[src/pss_pkg.sv]
/*
  Shared constants and carriers for the port split link recovery block.
  Assumes a 20 MHz hub clock and the hub's internal configuration access port.
*/
package pss_pkg;

  // --------------------------------------------------------------------
  // Register offsets
  // --------------------------------------------------------------------
  localparam logic [15:0] SPLIT_ENABLE_PER_PORT_ADDR = 16'h3c48;
  localparam logic [15:0] SPLIT_ENABLE_GLOBAL_ADDR = 16'h4141;
  localparam logic [15:0] PORT3_SPLIT_PIN_SELECT_ADDR = 16'h416e;
  localparam logic [15:0] PORT4_SPLIT_PIN_SELECT_ADDR = 16'h416f;
  localparam logic [15:0] LINK_STUCK_TIMEOUT_ADDR = 16'h4171;
  localparam logic [15:0] POWER_OFF_PULSE_LENGTH_ADDR = 16'h4176;
  localparam logic [15:0] SPLIT_STATUS_ADDR = 16'h4177;

  // --------------------------------------------------------------------
  // Field positions and reset values
  // --------------------------------------------------------------------
  localparam int PORT3_EN_BIT = 5;
  localparam int PORT4_EN_BIT = 6;
  localparam int GLOBAL_EN_BIT = 0;
  localparam logic [7:0] SPLIT_ENABLE_PER_PORT_RST = 8'h00;
  localparam logic [7:0] SPLIT_ENABLE_PER_PORT_MASK = 8'hfe;
  localparam logic [7:0] SPLIT_ENABLE_GLOBAL_RST = 8'h00;
  localparam logic [7:0] SPLIT_ENABLE_GLOBAL_MASK = 8'h01;
  localparam logic [7:0] PIN_SELECT_RST = 8'h00;
  localparam logic [7:0] LINK_STUCK_TIMEOUT_RST = 8'h05;
  localparam logic [7:0] LINK_STUCK_TIMEOUT_MASK = 8'h07;
  localparam logic [7:0] POWER_OFF_PULSE_LENGTH_RST = 8'h05;

  // --------------------------------------------------------------------
  // Pin select codes
  // --------------------------------------------------------------------
  localparam logic [7:0] P3_SEL_PIN_66 = 8'h42;
  localparam logic [7:0] P3_SEL_PIN_5 = 8'h05;
  localparam logic [7:0] P4_SEL_PIN_6 = 8'h06;
  localparam logic [7:0] P4_SEL_PIN_4 = 8'h04;

  // --------------------------------------------------------------------
  // Link training states that count as stuck
  // --------------------------------------------------------------------
  localparam logic [3:0] LTS_STUCK_LO = 4'h4;
  localparam logic [3:0] LTS_STUCK_HI = 4'h9;

  // --------------------------------------------------------------------
  // Timing
  // --------------------------------------------------------------------
  localparam int CLK_PERIOD_NS = 50;
  localparam int TICK_NS = 1000000;
  localparam int TICK_CYC = TICK_NS / CLK_PERIOD_NS;
  localparam logic [11:0] TMO_100_MS = 12'h064;
  localparam logic [11:0] TMO_250_MS = 12'h0fa;
  localparam logic [11:0] TMO_750_MS = 12'h2ee;
  localparam logic [11:0] TMO_1000_MS = 12'h3e8;
  localparam logic [11:0] TMO_2000_MS = 12'h7d0;
  localparam logic [11:0] PULSE_MIN_MS = 12'h15e;
  localparam logic [11:0] PULSE_STEP_MS = 12'h00a;

  // --------------------------------------------------------------------
  // Carriers
  // --------------------------------------------------------------------
  typedef struct packed {
    logic o;
    logic oe;
  } pss_pin_s;

  typedef struct packed {
    logic [15:0] addr;
    logic wr;
    logic rd;
    logic [7:0] wdata;
  } pss_cfg_req_s;

endpackage

[src/pss_link_wdog.sv]
/*
  Per-port link watchdog: times a stuck link training state and produces the
  low power pulse on the split power pin.
  Assumes a one-cycle millisecond tick enable from the parent.
*/
`timescale 1ns/1ps
module pss_link_wdog (
  // Clock and reset
  input wire logic i_clk,
  input wire logic i_rst_n,
  // Control
  input wire logic i_enable,
  input wire logic i_ms_tick,
  input wire logic [11:0] i_timeout_ms,
  input wire logic [11:0] i_pulse_ms,
  input wire logic [3:0] i_link_state,
  // Result
  output logic o_power_on,
  output logic o_toggling
);

  typedef enum logic [1:0] {
    PSS_MONITOR = 2'b01,
    PSS_POWER_OFF = 2'b10
  } pss_wdog_e;

  pss_wdog_e state_q;
  pss_wdog_e state_d;
  logic [11:0] ms_q;
  logic [11:0] ms_d;
  logic [3:0] last_state_q;

  // --------------------------------------------------------------------
  // Stuck detection
  // --------------------------------------------------------------------
  wire logic in_stuck_set = (i_link_state >= pss_pkg::LTS_STUCK_LO) &&
                            (i_link_state <= pss_pkg::LTS_STUCK_HI);
  wire logic same_state = (i_link_state == last_state_q);
  wire logic armed = i_enable && (i_timeout_ms != 12'h000);
  wire logic expired = i_ms_tick && (ms_q + 12'h001 >= i_timeout_ms);
  wire logic pulse_done = i_ms_tick && (ms_q + 12'h001 >= i_pulse_ms);

  always_comb begin
    state_d = state_q;
    ms_d = ms_q;
    case (state_q)
      PSS_MONITOR: begin
        // Any state change or a healthy state means the link is alive
        if (!armed || !in_stuck_set || !same_state) begin
          ms_d = 12'h000;
        end else if (expired) begin
          ms_d = 12'h000;
          state_d = PSS_POWER_OFF;
        end else if (i_ms_tick) begin
          ms_d = ms_q + 12'h001;
        end
      end
      PSS_POWER_OFF: begin
        if (pulse_done) begin
          ms_d = 12'h000;
          state_d = PSS_MONITOR;
        end else if (i_ms_tick) begin
          ms_d = ms_q + 12'h001;
        end
      end
      default: begin
        state_d = PSS_MONITOR;
        ms_d = 12'h000;
      end
    endcase
  end

  always_ff @(posedge i_clk or negedge i_rst_n) begin
    if (!i_rst_n) begin
      state_q <= PSS_MONITOR;
      ms_q <= 12'h000;
      last_state_q <= 4'h0;
    end else begin
      state_q <= state_d;
      ms_q <= ms_d;
      last_state_q <= i_link_state;
    end
  end

  // Pulse runs to completion even if split is disabled meanwhile
  assign o_power_on = (state_q != PSS_POWER_OFF);
  assign o_toggling = (state_q == PSS_POWER_OFF);

endmodule

[src/pss_port_split.sv]
/*
  Port split control for downstream ports 3 and 4: configuration registers,
  split power pin routing and link stuck recovery.
  Assumes the hub's configuration access port (SMBus stage or OTP loader) on
  the same clock, and link training states from the port logic.
*/
`timescale 1ns/1ps
module pss_port_split #(
  parameter int TICK_CYC = pss_pkg::TICK_CYC
) (
  // Clock and reset
  input wire logic I_MCLK,
  input wire logic I_RESET_N,
  // Configuration access
  input wire pss_pkg::pss_cfg_req_s I_CFG_REQ,
  output logic [7:0] O_CFG_RDATA,
  output logic O_CFG_RVALID,
  // OTP override of the link timeout
  input wire logic I_OTP_TIMEOUT_LOAD,
  input wire logic [2:0] I_OTP_TIMEOUT,
  // Link training state status per port
  input wire logic [3:0] I_PORT3_LINK_STATE,
  input wire logic [3:0] I_PORT4_LINK_STATE,
  // Ordinary port power control, passed through
  input wire logic [1:0] I_PORT_POWER_CONTROL,
  output logic [1:0] O_PORT_POWER_CONTROL_PIN,
  // Split power pins
  output pss_pkg::pss_pin_s O_GENERAL_PIN_66,
  output pss_pkg::pss_pin_s O_GENERAL_PIN_5,
  output pss_pkg::pss_pin_s O_GENERAL_PIN_6,
  output pss_pkg::pss_pin_s O_GENERAL_PIN_4
);

  // --------------------------------------------------------------------
  // Decoders
  // --------------------------------------------------------------------
  function automatic logic [11:0] timeout_ms(input logic [2:0] code);
    case (code)
      3'h1: timeout_ms = pss_pkg::TMO_100_MS;
      3'h2: timeout_ms = pss_pkg::TMO_250_MS;
      3'h3: timeout_ms = pss_pkg::TMO_750_MS;
      3'h4: timeout_ms = pss_pkg::TMO_1000_MS;
      3'h5: timeout_ms = pss_pkg::TMO_1000_MS;
      3'h6: timeout_ms = pss_pkg::TMO_2000_MS;
      default: timeout_ms = 12'h000;
    endcase
  endfunction

  function automatic logic hit(input logic [15:0] a, input logic [15:0] b);
    hit = (a == b);
  endfunction

  // --------------------------------------------------------------------
  // Registers
  // --------------------------------------------------------------------
  logic [7:0] per_port_q;
  logic [7:0] global_q;
  logic [7:0] p3_sel_q;
  logic [7:0] p4_sel_q;
  logic [7:0] timeout_q;
  logic [7:0] pulse_len_q;
  logic [7:0] rdata_q;
  logic rvalid_q;
  logic [14:0] tick_cnt_q;
  logic ms_tick_q;
  logic [1:0] power_on;
  logic [1:0] toggling;

  wire logic wr = I_CFG_REQ.wr;
  wire logic [15:0] addr = I_CFG_REQ.addr;
  wire logic [7:0] wdata = I_CFG_REQ.wdata;
  wire logic rd = I_CFG_REQ.rd;

  always_ff @(posedge I_MCLK or negedge I_RESET_N) begin
    if (!I_RESET_N) begin
      per_port_q <= pss_pkg::SPLIT_ENABLE_PER_PORT_RST;
      global_q <= pss_pkg::SPLIT_ENABLE_GLOBAL_RST;
      p3_sel_q <= pss_pkg::PIN_SELECT_RST;
      p4_sel_q <= pss_pkg::PIN_SELECT_RST;
      timeout_q <= pss_pkg::LINK_STUCK_TIMEOUT_RST;
      pulse_len_q <= pss_pkg::POWER_OFF_PULSE_LENGTH_RST;
    end else begin
      // Reserved bits are dropped on write so they always read back as zero
      if (wr && hit(addr, pss_pkg::SPLIT_ENABLE_PER_PORT_ADDR)) begin
        per_port_q <= wdata & pss_pkg::SPLIT_ENABLE_PER_PORT_MASK;
      end
      if (wr && hit(addr, pss_pkg::SPLIT_ENABLE_GLOBAL_ADDR)) begin
        global_q <= wdata & pss_pkg::SPLIT_ENABLE_GLOBAL_MASK;
      end
      if (wr && hit(addr, pss_pkg::PORT3_SPLIT_PIN_SELECT_ADDR)) begin
        p3_sel_q <= wdata;
      end
      if (wr && hit(addr, pss_pkg::PORT4_SPLIT_PIN_SELECT_ADDR)) begin
        p4_sel_q <= wdata;
      end
      // OTP override wins over a simultaneous register write
      if (I_OTP_TIMEOUT_LOAD) begin
        timeout_q <= {5'h00, I_OTP_TIMEOUT};
      end else if (wr && hit(addr, pss_pkg::LINK_STUCK_TIMEOUT_ADDR)) begin
        timeout_q <= wdata & pss_pkg::LINK_STUCK_TIMEOUT_MASK;
      end
      if (wr && hit(addr, pss_pkg::POWER_OFF_PULSE_LENGTH_ADDR)) begin
        pulse_len_q <= wdata;
      end
    end
  end

  // --------------------------------------------------------------------
  // Status
  // --------------------------------------------------------------------
  // Lets software see a recovery in progress without watching the pin
  wire logic [1:0] pin_low = ~power_on;
  wire logic [7:0] status = {4'h0, toggling, pin_low};

  // --------------------------------------------------------------------
  // Read path
  // --------------------------------------------------------------------
  wire logic [7:0] rd_mux =
    hit(addr, pss_pkg::SPLIT_ENABLE_PER_PORT_ADDR) ? per_port_q :
    hit(addr, pss_pkg::SPLIT_ENABLE_GLOBAL_ADDR) ? global_q :
    hit(addr, pss_pkg::PORT3_SPLIT_PIN_SELECT_ADDR) ? p3_sel_q :
    hit(addr, pss_pkg::PORT4_SPLIT_PIN_SELECT_ADDR) ? p4_sel_q :
    hit(addr, pss_pkg::LINK_STUCK_TIMEOUT_ADDR) ? timeout_q :
    hit(addr, pss_pkg::POWER_OFF_PULSE_LENGTH_ADDR) ? pulse_len_q :
    hit(addr, pss_pkg::SPLIT_STATUS_ADDR) ? status : 8'h00;

  always_ff @(posedge I_MCLK or negedge I_RESET_N) begin
    if (!I_RESET_N) begin
      rdata_q <= 8'h00;
      rvalid_q <= 1'b0;
    end else begin
      rvalid_q <= rd;
      if (rd) begin
        rdata_q <= rd_mux;
      end
    end
  end

  assign O_CFG_RDATA = rdata_q;
  assign O_CFG_RVALID = rvalid_q;

  // --------------------------------------------------------------------
  // Millisecond tick
  // --------------------------------------------------------------------
  // Long timeouts count milliseconds, keeping the per-port counters narrow
  always_ff @(posedge I_MCLK or negedge I_RESET_N) begin
    if (!I_RESET_N) begin
      tick_cnt_q <= 15'h0000;
      ms_tick_q <= 1'b0;
    end else if (tick_cnt_q == 15'(TICK_CYC - 1)) begin
      tick_cnt_q <= 15'h0000;
      ms_tick_q <= 1'b1;
    end else begin
      tick_cnt_q <= tick_cnt_q + 15'h0001;
      ms_tick_q <= 1'b0;
    end
  end

  // --------------------------------------------------------------------
  // Per-port split control
  // --------------------------------------------------------------------
  // Timeouts count whole ticks, so expiry may come up to one tick early
  wire logic [11:0] tmo_ms = timeout_ms(timeout_q[2:0]);
  wire logic [11:0] pulse_ms = pss_pkg::PULSE_MIN_MS +
                               12'(pulse_len_q) * pss_pkg::PULSE_STEP_MS;
  wire logic global_en = global_q[pss_pkg::GLOBAL_EN_BIT];
  wire logic [1:0] split_en = {per_port_q[pss_pkg::PORT4_EN_BIT] & global_en,
                               per_port_q[pss_pkg::PORT3_EN_BIT] & global_en};
  wire logic [3:0] link_state [2];
  assign link_state[0] = I_PORT3_LINK_STATE;
  assign link_state[1] = I_PORT4_LINK_STATE;

  generate
    for (genvar p = 0; p < 2; p++) begin : g_port
      pss_link_wdog u_wdog (
        .i_clk(I_MCLK),
        .i_rst_n(I_RESET_N),
        .i_enable(split_en[p]),
        .i_ms_tick(ms_tick_q),
        .i_timeout_ms(tmo_ms),
        .i_pulse_ms(pulse_ms),
        .i_link_state(link_state[p]),
        .o_power_on(power_on[p]),
        .o_toggling(toggling[p])
      );
    end
  endgenerate

  // --------------------------------------------------------------------
  // Pins
  // --------------------------------------------------------------------
  // Ordinary path keeps its own overcurrent handling elsewhere
  assign O_PORT_POWER_CONTROL_PIN = I_PORT_POWER_CONTROL;
  // Unrecognised select codes leave both option pins undriven
  wire logic p3_on_66 = split_en[0] && (p3_sel_q == pss_pkg::P3_SEL_PIN_66);
  wire logic p3_on_5 = split_en[0] && (p3_sel_q == pss_pkg::P3_SEL_PIN_5);
  wire logic p4_on_6 = split_en[1] && (p4_sel_q == pss_pkg::P4_SEL_PIN_6);
  wire logic p4_on_4 = split_en[1] && (p4_sel_q == pss_pkg::P4_SEL_PIN_4);
  // Split pins are plain drivers; nothing here senses overcurrent on them
  assign O_GENERAL_PIN_66 = '{o: power_on[0], oe: p3_on_66};
  assign O_GENERAL_PIN_5 = '{o: power_on[0], oe: p3_on_5};
  assign O_GENERAL_PIN_6 = '{o: power_on[1], oe: p4_on_6};
  assign O_GENERAL_PIN_4 = '{o: power_on[1], oe: p4_on_4};

endmodule

[config.mk]
export PLATFORM = sky130hd
export DESIGN_NAME = pss_port_split
export DESIGN_NICKNAME = d
export VERILOG_FILES = /design/src/pss_pkg.sv /design/src/pss_link_wdog.sv /design/src/pss_port_split.sv
export SDC_FILE = /design/constraint.sdc
export NUM_CORES = 1
export LEC_CHECK = 0
export ABC_AREA = 0
export BUFFER_PORTS_ARGS = -buffer_cell sky130_fd_sc_hd__buf_2
export CORE_MARGIN = 4
export CORE_UTILIZATION = 50
export DETAILED_ROUTE_END_ITERATION = 12
export GPL_TIMING_DRIVEN = 0
export PLACE_DENSITY = 0.79
export SETUP_SLACK_MARGIN = 0.3
export SYNTH_ARGS = -nofsm -noshare
export SYNTH_HDL_FRONTEND = slang
export SYNTH_SLANG_ARGS = --single-unit
[constraint.sdc]
create_clock -name I_MCLK -period 3.9 [get_ports I_MCLK]
set_input_delay 0.195 -clock I_MCLK [delete_from_list [all_inputs] [get_ports I_MCLK]]
set_output_delay 0.195 -clock I_MCLK [all_outputs]
set_load 0.005 [all_outputs]
==> impl_metrics.json, run 1 <==
{
  "status": "complete, but fails checks",
  "violations": "negative setup slack",
  "vias_per_cell": 5.83,
  "die_w_um": 122,
  "rsz0062_at_grt": "yes",
  "cts_tree": "built",
  "holdPathEnd": "timeout_q[0]",
  "synth_nets": 767,
  "cts_buffer_depth": 2,
  "dr.pass1.iters": 5,
  "dp_hpwl_um": 11500,
  "cts.sinks": 96,
  "place_area_um2": 7070,
  "wl_met3_um": 912,
  "post-route-min-period_ns": 3.91,
  "root_buffer": "clkbuf_16",
  "port_buffers": 58,
  "worst_slew_pin_slew_ns": 1.08,
  "worstPathArrival_ns": 4.12,
  "power_density_nw_per_um2": 254,
  "seq_area_um2": 2410,
  "syn_area_um2": 6460,
  "grt_pass1_vias": 5500,
  "drc_errors": 0,
  "netlist-cell-type-count": 64,
  "start_util_pct": 51.2,
  "r2r-end": "g_port[1].u_wdog.ms_q[10]",
  "wl_met1_um": 6900,
  "multi_input_comb_area_um2": 4200,
  "r2r-start": "pulse_len_q[3]",
  "finish.instance_area_um2": 7980,
  "worstHoldStart": "I_OTP_TIMEOUT[0]",
  "synthFlopType": "dfrtp_1",
  "period_share_pct": 100,
  "drt_iter0_drc": 442,
  "clkSlewWorstSetupHoldPaths_ns": 0.07,
  "area_growth_syn_to_layout_pct": 23.5,
  "vias": 5534,
  "ioPinCount": 61,
  "grt_max_degree": 66,
  "hold_viol_final": 0,
  "slew_viol_final": 0,
  "synth-edff-count": 0,
  "ctsHtreeMaxLevel": 3,
  "dieArea_um2": 14800,
  "track_usage_pct": 21.9,
  "crit_required_ns": 4.11,
  "setup_slack_ns": -0.00623,
  "maxCapViolations": 0,
  "synthCells": 666,
  "finalSetupViolCount": 1,
  "rows": 41,
  "drt-wirelength-per-cell_um": 17.4,
  "async_flop_share_pct": 100,
  "yosysSeqAreaShare_pct": 37.3,
  "wl_met2_um": 8290,
  "avgSynthCellArea_um2": 9.70,
  "cp-end-kind": "register",
  "grt_pass1_wl_um": 26100,
  "critPathLaunchType": "register",
  "critPathMaxFanout": 5,
  "antenna_cells": 0,
  "skew_ns": 0.0112,
  "gp_congestion": 0.861,
  "r2r_slack_ns": -0.006,
  "slew_headroom_pct": 27.3,
  "drive_above_1_share_pct": 27.6,
  "worstHoldPathCells": 3,
  "final_nets": 874,
  "max-vdd-ir-drop_uv": 264,
  "core_area_um2": 12600,
  "numCtsBuffers": 9,
  "routed_wl_um": 16500,
  "antenna_found_initial": 0,
  "highest_layer": "met4",
  "max_freq_ghz": 0.256,
  "grt_overflow": 0,
  "place_ws_ns": -0.152,
  "crit_type": "reg -> reg",
  "r2r_cells": 16,
  "dieHeight_um": 122,
  "drtAntennaViolNets": 0,
  "fillers": 1006,
  "p_leak_uw": 0.00359,
  "yosys_warnings": 0,
  "fin_util_pct": 63.2,
  "ys_seq_elements": 96,
  "clkLatencyLatePin_ns": 0.36,
  "final.setup.tns_ns": -0.00623,
  "fin_hold_ws_ns": 0.0739,
  "hold_path.class": "in -> reg"
}
==> synthesized netlist by cell type (4+ instances only) <==
library cell / count / share of area (%)
o21a_1: 7 / 0.81
inv_1: 16 / 0.93
buf_4: 10 / 1.2
and3_1: 7 / 0.68
mux2i_1: 14 / 2.2
nand3_1: 25 / 1.9
dfstp_2: 6 / 2.4
or3_1: 4 / 0.39
nor4b_1: 4 / 0.54
a221oi_1: 6 / 0.81
nor2_1: 72 / 4.2
xor2_1: 35 / 4.7
a21boi_0: 4 / 0.47
nor4_1: 10 / 0.97
nand2_1: 52 / 3.0
o21ai_0: 25 / 1.9
xnor2_1: 31 / 4.2
nor3_1: 24 / 1.9
clkbuf_1: 15 / 0.87
a211oi_1: 5 / 0.58
dfrtp_1: 90 / 35
mux2_2: 30 / 5.2
ha_1: 58 / 11
nand4_1: 15 / 1.5
and2_1: 7 / 0.68
buf_2: 5 / 0.39
nor4bb_1: 4 / 0.62
a21o_1: 6 / 0.70
a21oi_1: 17 / 1.3
==> cell families after synthesis <==
logic type      count (synthesis)  synth area share [%]
xor+xnor                       66                  8.95
compound gates                101                  11.4
fa+ha+maj                      60                  11.7
flops                          96                  37.3
buf+inv                        49                  3.53
simple gates                  249                  19.4
mux                            45                  7.63
==> metrics by stage <==
stage / power, µW / instances
after global placement: 1180 / 896
final: 2030 / 950
after CTS: 2040 / 938
after global routing: 2100 / 950
after detailed placement: 1190 / 897
after floorplan: 1100 / 666
==> critical path, cell delays in order, from the launching register on <==
cell and delay, ns:
dfrtp_1 0.44, ha_4 0.24, ha_4 0.16, fa_2 0.41
buf_4 0.16, a211oi_4 0.25, nor2_2 0.12, o32ai_4 0.19
xnor2_2 0.15, ha_4 0.30, nand3_2 0.06, nor3_2 0.19
a2111oi_2 0.07, maj3_2 0.38, a221oi_4 0.39, buf_6 0.19
nor3_2 0.05
==> worst max-delay path by stage <==
stage	startpoint	cells after the start	end	slack, ns
after floorplan	pulse_len_q[1]	14	g_port[1].u_wdog.state_q[1]	0.17
after global placement	pulse_len_q[1]	15	g_port[1].u_wdog.ms_q[10]	-0.08
after detailed placement	pulse_len_q[1]	15	g_port[1].u_wdog.ms_q[10]	-0.15
after CTS	pulse_len_q[3]	14	g_port[1].u_wdog.state_q[1]	0.01
after global routing	pulse_len_q[3]	16	g_port[1].u_wdog.ms_q[10]	-0.13
final	pulse_len_q[3]	16	g_port[1].u_wdog.ms_q[10]	-0.006
==> registers in the layout, summed over array words and instances (netlist names), 3 cells and up <==
signal	count
g_port.u_wdog.last_state_q	8
per_port_q	7
g_port.u_wdog.ms_q	24
pulse_len_q	8
O_CFG_RDATA	8
p4_sel_q	8
p3_sel_q	8
tick_cnt_q	15
timeout_q	3
g_port.u_wdog.state_q	4
==> timing repair <==
item | in CTS | in global routing
pin swaps | 26 | 15
setup endpoints to repair | 27 | 28
gates resized for setup | 39 | 21
endpoints found under the hold margin | 37 | 0
hold buffers | 10 | 0
setup buffers | 13 | 12
cloned | 2 | 0
==> power breakdown <==
| group | internal, µW | switching [µW] | total (µW) |
|---|---|---|---|
| combinational | 66.4 | 96.3 | 163 |
| clock | 442 | 406 | 847 |
| sequential | 1010 | 8.62 | 1020 |
==> cell type report <==
cell class,instances,area share [%]
flip-flops and latches,96,30.2
inverters,16,0.753
plain buffers,33,2.26
clock buffers,10,2.87
repair buffers,96,7.91
well taps,172,2.70
clock inverters,6,0.659
multi-input cells,521,52.6
==> cell usage in the layout (no fill, tap or decap), drive strengths merged, types with 4 or more instances in the layout <==
master and instances:
dlygate4sd3 10, a21o 6, nand2 52, dfstp 6
dfrtp 90, a211oi 7, o21a 7, nand3 26
mux2i 14, nor4b 4, xnor2 31, nand4 15
nor3 24, and2 7, nor4bb 4, ha 58
a221oi 9, and3 7, xor2 35, o21ai 26
a21oi 17, nor4 10, a21boi 4, buf 104
inv 18, or3 4, nor2 72, mux2 31
clkbuf 25
==> routing by layer <==
metal / vias up / GRT usage (%)
li1: 2608 / -
met1: 2675 / 27.9
met2: 211 / 37.5
met3: 40 / 4.55
met4: 0 / 7.14
met5: - / 0
No activity file was read; power rests on OpenSTA's default activity.
==> run 2: changes to the inputs <==
Settings changed: BUFFER_PORTS_ARGS -buffer_cell sky130_fd_sc_hd__buf_2 to -buffer_cell sky130_fd_sc_hd__buf_4.
==> run 2 against run 1 <==
Compared with the run above:
- the run still ends with negative setup slack left
- register-to-register slack got worse by 0.17 ns
- core utilization rose by 0.30 points
- sequential power barely moved
- final area rose by 0.47%
- combinational power rose by 6%
- sequential cell count did not move
- count of clock-buffer cells in the layout fell by 1
- non-clock buffer count fell by 12
- via count fell by 0.89%
==> impl_metrics.json, run 2 (synthesis gave the netlist of run 1 again) <==
{
  "status": "complete, but fails checks",
  "violations": "negative setup slack",
  "final_nets": 862,
  "rows": 41,
  "antenna_cells": 0,
  "highest_layer": "met4",
  "p_leak_uw": 0.00359,
  "cts.sinks": 96,
  "routed_wl_um": 16600,
  "start_util_pct": 51.2,
  "final.setup.tns_ns": -1.90,
  "fin_hold_ws_ns": 0.0230,
  "ctsHtreeMaxLevel": 3,
  "regMostFlops": "g_port.u_wdog.ms_q",
  "drtAntennaViolNets": 0,
  "max-vdd-ir-drop_uv": 203,
  "ioPinCount": 61,
  "clkLatencyLatePin_ns": 0.36,
  "dieArea_um2": 14800,
  "fillers": 992,
  "post-route-min-period_ns": 4.08,
  "r2r_slack_ns": -0.18,
  "crit_type": "reg -> reg",
  "grt_pass1_wl_um": 26600,
  "wl_met3_um": 758,
  "drt-wirelength-per-cell_um": 17.7,
  "area_growth_syn_to_layout_pct": 24.1,
  "antenna_found_initial": 0,
  "most-common-layout-cells": "89 x dfrtp_1, 83 x buf_4, 66 x nor2_1",
  "root_buffer": "clkbuf_16",
  "port_buffers": 58,
  "critPathLaunchType": "register",
  "maxCapViolations": 0,
  "reg_top3": "g_port.u_wdog.ms_q (24), tick_cnt_q (15)",
  "hold_path.class": "in -> async",
  "track_usage_pct": 22.2,
  "power_density_nw_per_um2": 267,
  "crit_required_ns": 4.11,
  "vias": 5485,
  "period_share_pct": 105,
  "max_freq_ghz": 0.245,
  "drive_above_1_share_pct": 25.8,
  "dp_hpwl_um": 11600,
  "core_area_um2": 12600,
  "cts_buffer_depth": 2,
  "finalSetupViolCount": 14,
  "seq_area_um2": 2410,
  "skew_ns": 0.0161,
  "hold_viol_final": 0,
  "gp_congestion": 0.884,
  "clkSlewWorstSetupHoldPaths_ns": 0.08,
  "worst_slew_pin_slew_ns": 1.22,
  "setup_slack_ns": -0.181,
  "drc_errors": 0,
  "die_w_um": 122,
  "critPathMaxFanout": 5,
  "dieHeight_um": 122,
  "drt_iter0_drc": 403,
  "worstPathArrival_ns": 4.30,
  "grt_pass1_vias": 5565,
  "multi_input_comb_area_um2": 4170,
  "cts_tree": "built",
  "wl_met2_um": 8280,
  "rsz0062_at_grt": "yes",
  "slew_headroom_pct": 18.5,
  "wl_met1_um": 7120,
  "numCtsBuffers": 9,
  "cp-end-kind": "register",
  "largest_reg_flops": 24,
  "grt_overflow": 0,
  "vias_per_cell": 5.85,
  "grt_max_degree": 97,
  "slew_viol_final": 0,
  "dr.pass1.iters": 5,
  "final_common_cell": "dfrtp_1"
}
-- run 2: cell type report --
cell class / instances / share of cell area (%)
Inverter: 16 / 0.750
Buffer: 33 / 2.25
Sequential cell: 96 / 30.1
Tap cell: 172 / 2.69
Clock inverter: 7 / 1.16
Clock buffer: 9 / 2.81
Timing Repair Buffer: 84 / 8.24
Multi-Input combinational cell: 521 / 52.0
-- run 2: what timing repair did --
| action | in CTS | in global routing |
|---|---|---|
| gates cloned | 0 | 2 |
| setup endpoints to repair | 28 | 28 |
| setup buffers | 10 | 5 |
| hold buffers | 9 | 0 |
| hold endpoints to repair | 9 | 0 |
| pin swaps | 14 | 9 |
| resized for setup | 18 | 32 |
-- run 2: layer usage --
| layer | vias up | GRT usage [%] |
|---|---|---|
| met5 | - | 0 |
| met4 | 0 | 6.44 |
| met3 | 42 | 5.76 |
| met2 | 157 | 37.7 |
| met1 | 2698 | 28.1 |
| li1 | 2588 | - |
-- run 2: through the flow --
step | area [µm²] | setup slack, ns | util [%] | instances | power, µW
final | 8010 | -0.181 | 63.5 | 938 | 2140
after global routing | 8010 | -0.320 | 63.5 | 938 | 2220
after CTS | 7780 | 0.0439 | 61.6 | 931 | 2150
after detailed placement | 7190 | -0.172 | 56.9 | 896 | 1200
after global placement | 7190 | -0.0714 | 56.9 | 896 | 1190
after floorplan | 6540 | 0.173 | - | 666 | 1100
-- run 2: power breakdown --
part,internal (µW),leakage (µW),total [µW],switching (µW)
clock network,517,0.000156,950,433
registers,1010,0.00125,1020,8.93
logic,77.0,0.00218,173,96.4
-- run 2: final timing paths --
path	from	endpoint	cells past startpoint
setup / recovery	pulse_len_q[2]	g_port[1].u_wdog.ms_q[10]	14
hold / removal	I_RESET_N	g_port[0].u_wdog.ms_q[2]	1
setup reg to reg	pulse_len_q[2]	g_port[1].u_wdog.ms_q[10]	14
hold reg to reg	tick_cnt_q[4]	tick_cnt_q[4]	1
max in group asynchronous	I_RESET_N	pulse_len_q[4]	1
min in group I_MCLK	I_OTP_TIMEOUT_LOAD	timeout_q[2]	2
-- run 2: critical path: stages (launching register included) --
cell and delay [ns]:
dfstp_2 0.58, ha_4 0.22, fa_2 0.43, xor2_2 0.30, a21oi_2 0.13, o32ai_4 0.37, xnor2_2 0.16, ha_4 0.31
nand3_1 0.09, nor3_2 0.23, a2111oi_2 0.06, maj3_2 0.37, a221oi_4 0.43, buf_6 0.19, nor3_1 0.05
==> run 3: changes to the inputs <==
Settings changed: PLACE_DENSITY 0.79 to 0.76.
Clock period 3.9 ns to 4.1 ns, I/O delays scaled along.
==> run 3 against run 2 <==
Compared with the run above:
- the flow now finishes without violations
- wire length shrank 4.8%
- hold slack improved by 0.030 ns
- critical path type unchanged
- combinational power shrank 6%
- maximum frequency grew 3.4%
- critical endpoint is now g_port[1].u_wdog.state_q[0]
- final area down 0.77%
- power down 2.9%
- via count decreased by 3.1%
- clock power about the same
- first-iteration DRC count rose by 6.7%
==> impl_metrics.json, run 3 (synthesis gave the netlist of run 1 again) <==
{
  "status": "complete, no violations",
  "rsz0062_at_grt": "yes",
  "power_frac_clock_pct": 45.6,
  "grt_pass1_wl_um": 25900,
  "internal-power_uw": 1590,
  "power_density_nw_per_um2": 261,
  "dr.pass1.iters": 5,
  "most-common-layout-cells": "88 x dfrtp_1, 81 x buf_4, 69 x nor2_1",
  "reg_top3": "g_port.u_wdog.ms_q (24), tick_cnt_q (15)",
  "worstPathArrival_ns": 4.22,
  "finish.instance_area_um2": 7950,
  "critPathLaunchType": "register",
  "port_buffers": 58,
  "critical_path_buf_inv_count": 1,
  "path_cells": "ha_1 -> ha_1 -> o21ai_0 -> nor2_1 -> nor2_2 -> xor2_1 -> ha_1 -> o22ai_2 -> nor3_2 -> a2111oi_2 -> maj3_2 -> a221oi_4 -> buf_4 -> mux2i_2",
  "critPathTopFamily": "adder cells",
  "grt_max_degree": 97,
  "drtAntennaViolNets": 0,
  "finalSetupViolCount": 0,
  "slew_headroom_pct": 18.9,
  "p_switching_uw": 485,
  "antenna_cells": 0,
  "hold_path.class": "in -> reg",
  "grt_pass1_vias": 5360,
  "dieHeight_um": 122,
  "numCtsBuffers": 9,
  "routed_wl_um": 15800,
  "ioPinCount": 61,
  "pwr-share-seq_pct": 46.6,
  "cts.sinks": 96,
  "drt-wirelength-per-cell_um": 16.9,
  "period_share_pct": 96.3,
  "drive_above_1_share_pct": 24.9,
  "clkSlewWorstSetupHoldPaths_ns": 0.07,
  "max-vdd-ir-drop_uv": 264,
  "max_freq_ghz": 0.253,
  "maxCapViolations": 0,
  "cts_tree": "built",
  "final_nets": 859,
  "track_usage_pct": 21.8,
  "rows": 41,
  "post-route-min-period_ns": 3.95,
  "place_area_um2": 7120,
  "cts_buffer_depth": 2,
  "vias_per_cell": 5.69,
  "ctsHtreeMaxLevel": 3,
  "drc_errors": 0,
  "p_leak_uw": 0.00360,
  "crit_type": "reg -> reg",
  "worst_path_max_delay_cell": "dfrtp_2",
  "grt_overflow": 0,
  "dieArea_um2": 14800,
  "largest_reg_flops": 24,
  "skew_ns": 0.0106,
  "area_growth_syn_to_layout_pct": 23.1,
  "regMostFlops": "g_port.u_wdog.ms_q",
  "final_common_cell": "dfrtp_1",
  "final.setup.tns_ns": 0,
  "vias": 5317,
  "swShare_pct": 23.3,
  "die_w_um": 122,
  "slew_viol_final": 0,
  "drt_iter0_drc": 430,
  "antenna_found_initial": 0,
  "path_common_cell": "ha_1",
  "core_area_um2": 12600,
  "crit_required_ns": 4.37,
  "start_util_pct": 51.2,
  "fin_hold_ws_ns": 0.0534,
  "slowest_delay_ns": 0.46,
  "root_buffer": "clkbuf_16",
  "dp_hpwl_um": 11400,
  "power_frac_comb_pct": 7.8,
  "clkLatencyLatePin_ns": 0.36,
  "hold_viol_final": 0,
  "gp_congestion": 0.890,
  "critPathMaxFanout": 4,
  "worst_slew_pin_slew_ns": 1.22,
  "cp-end-kind": "register"
}
[run 3: final timing paths]
kind	slack, ns	depth (start not counted)	startpoint	end
max	0.15	14	pulse_len_q[4]	g_port[1].u_wdog.state_q[0]
min	0.05	2	I_OTP_TIMEOUT_LOAD	timeout_q[0]
max reg2reg	0.15	14	pulse_len_q[4]	g_port[1].u_wdog.state_q[0]
min reg2reg	0.48	1	tick_cnt_q[4]	tick_cnt_q[4]
max in group asynchronous	3.19	1	I_RESET_N	pulse_len_q[7]
min in group asynchronous	0.07	1	I_RESET_N	g_port[0].u_wdog.ms_q[0]
[run 3: metrics by stage]
stage	cells	worst slack, ns	total power (µW)	utilization, %
floorplan	666	0.334	1050	-
CTS	933	0.215	2100	61.8
global route	935	0.0405	2150	63.0
finish	935	0.154	2080	63.0
detailed placement	896	-0.0635	1140	56.4
global placement	896	0.0496	1130	56.4
[run 3: cell type report]
cell class	count	area, µm²
clock inverter	6	96.3
fill	1051	4670
sequential	96	2410
timing repair buffer	81	638
tap	172	215
clock buffer	10	239
inverter	16	60.1
buffer	33	178
multi-input combinational	521	4110
[run 3: worst reg2reg max path, delay by kind of cell (launching register included)]
| kind | cells | cell delay (ns) |
|---|---|---|
| adder cells (fa/ha/maj) | 4 | 1.31 |
| AO/OA/AOI/OAI | 4 | 0.91 |
| AND/OR/NAND/NOR | 3 | 0.57 |
| flip-flops | 1 | 0.46 |
| multiplexers | 1 | 0.23 |
| XOR/XNOR | 1 | 0.21 |
| buffers and inverters | 1 | 0.17 |
[run 3: power groups by stage]
| stage | Clock (µW) | Sequential, µW | Combinational (µW) |
|---|---|---|---|
| final | 948 | 969 | 162 |
| after global routing | 1000 | 970 | 181 |
| after CTS | 964 | 969 | 163 |
| after detailed placement | 0 | 987 | 155 |
| after global placement | 0 | 986 | 148 |
| after floorplan | 0 | 985 | 64.8 |
[run 3: repair_timing]
| action | in CTS | in global routing |
|---|---|---|
| hold buffers | 9 | 0 |
| setup endpoints to repair | 26 | 26 |
| gates cloned | 1 | 0 |
| pin swaps | 19 | 15 |
| buffers inserted | 11 | 2 |
| hold endpoints to repair | 9 | 0 |
| resized for setup | 32 | 27 |
[run 3: layer usage]
metal	part of all wire, %	track usage (%)	vias to the layer above
li1	-	-	2571
met5	0	0	-
met1	44	28.3	2585
met3	4.3	4.32	25
met4	2.1	6.09	0
met2	50	37.0	136
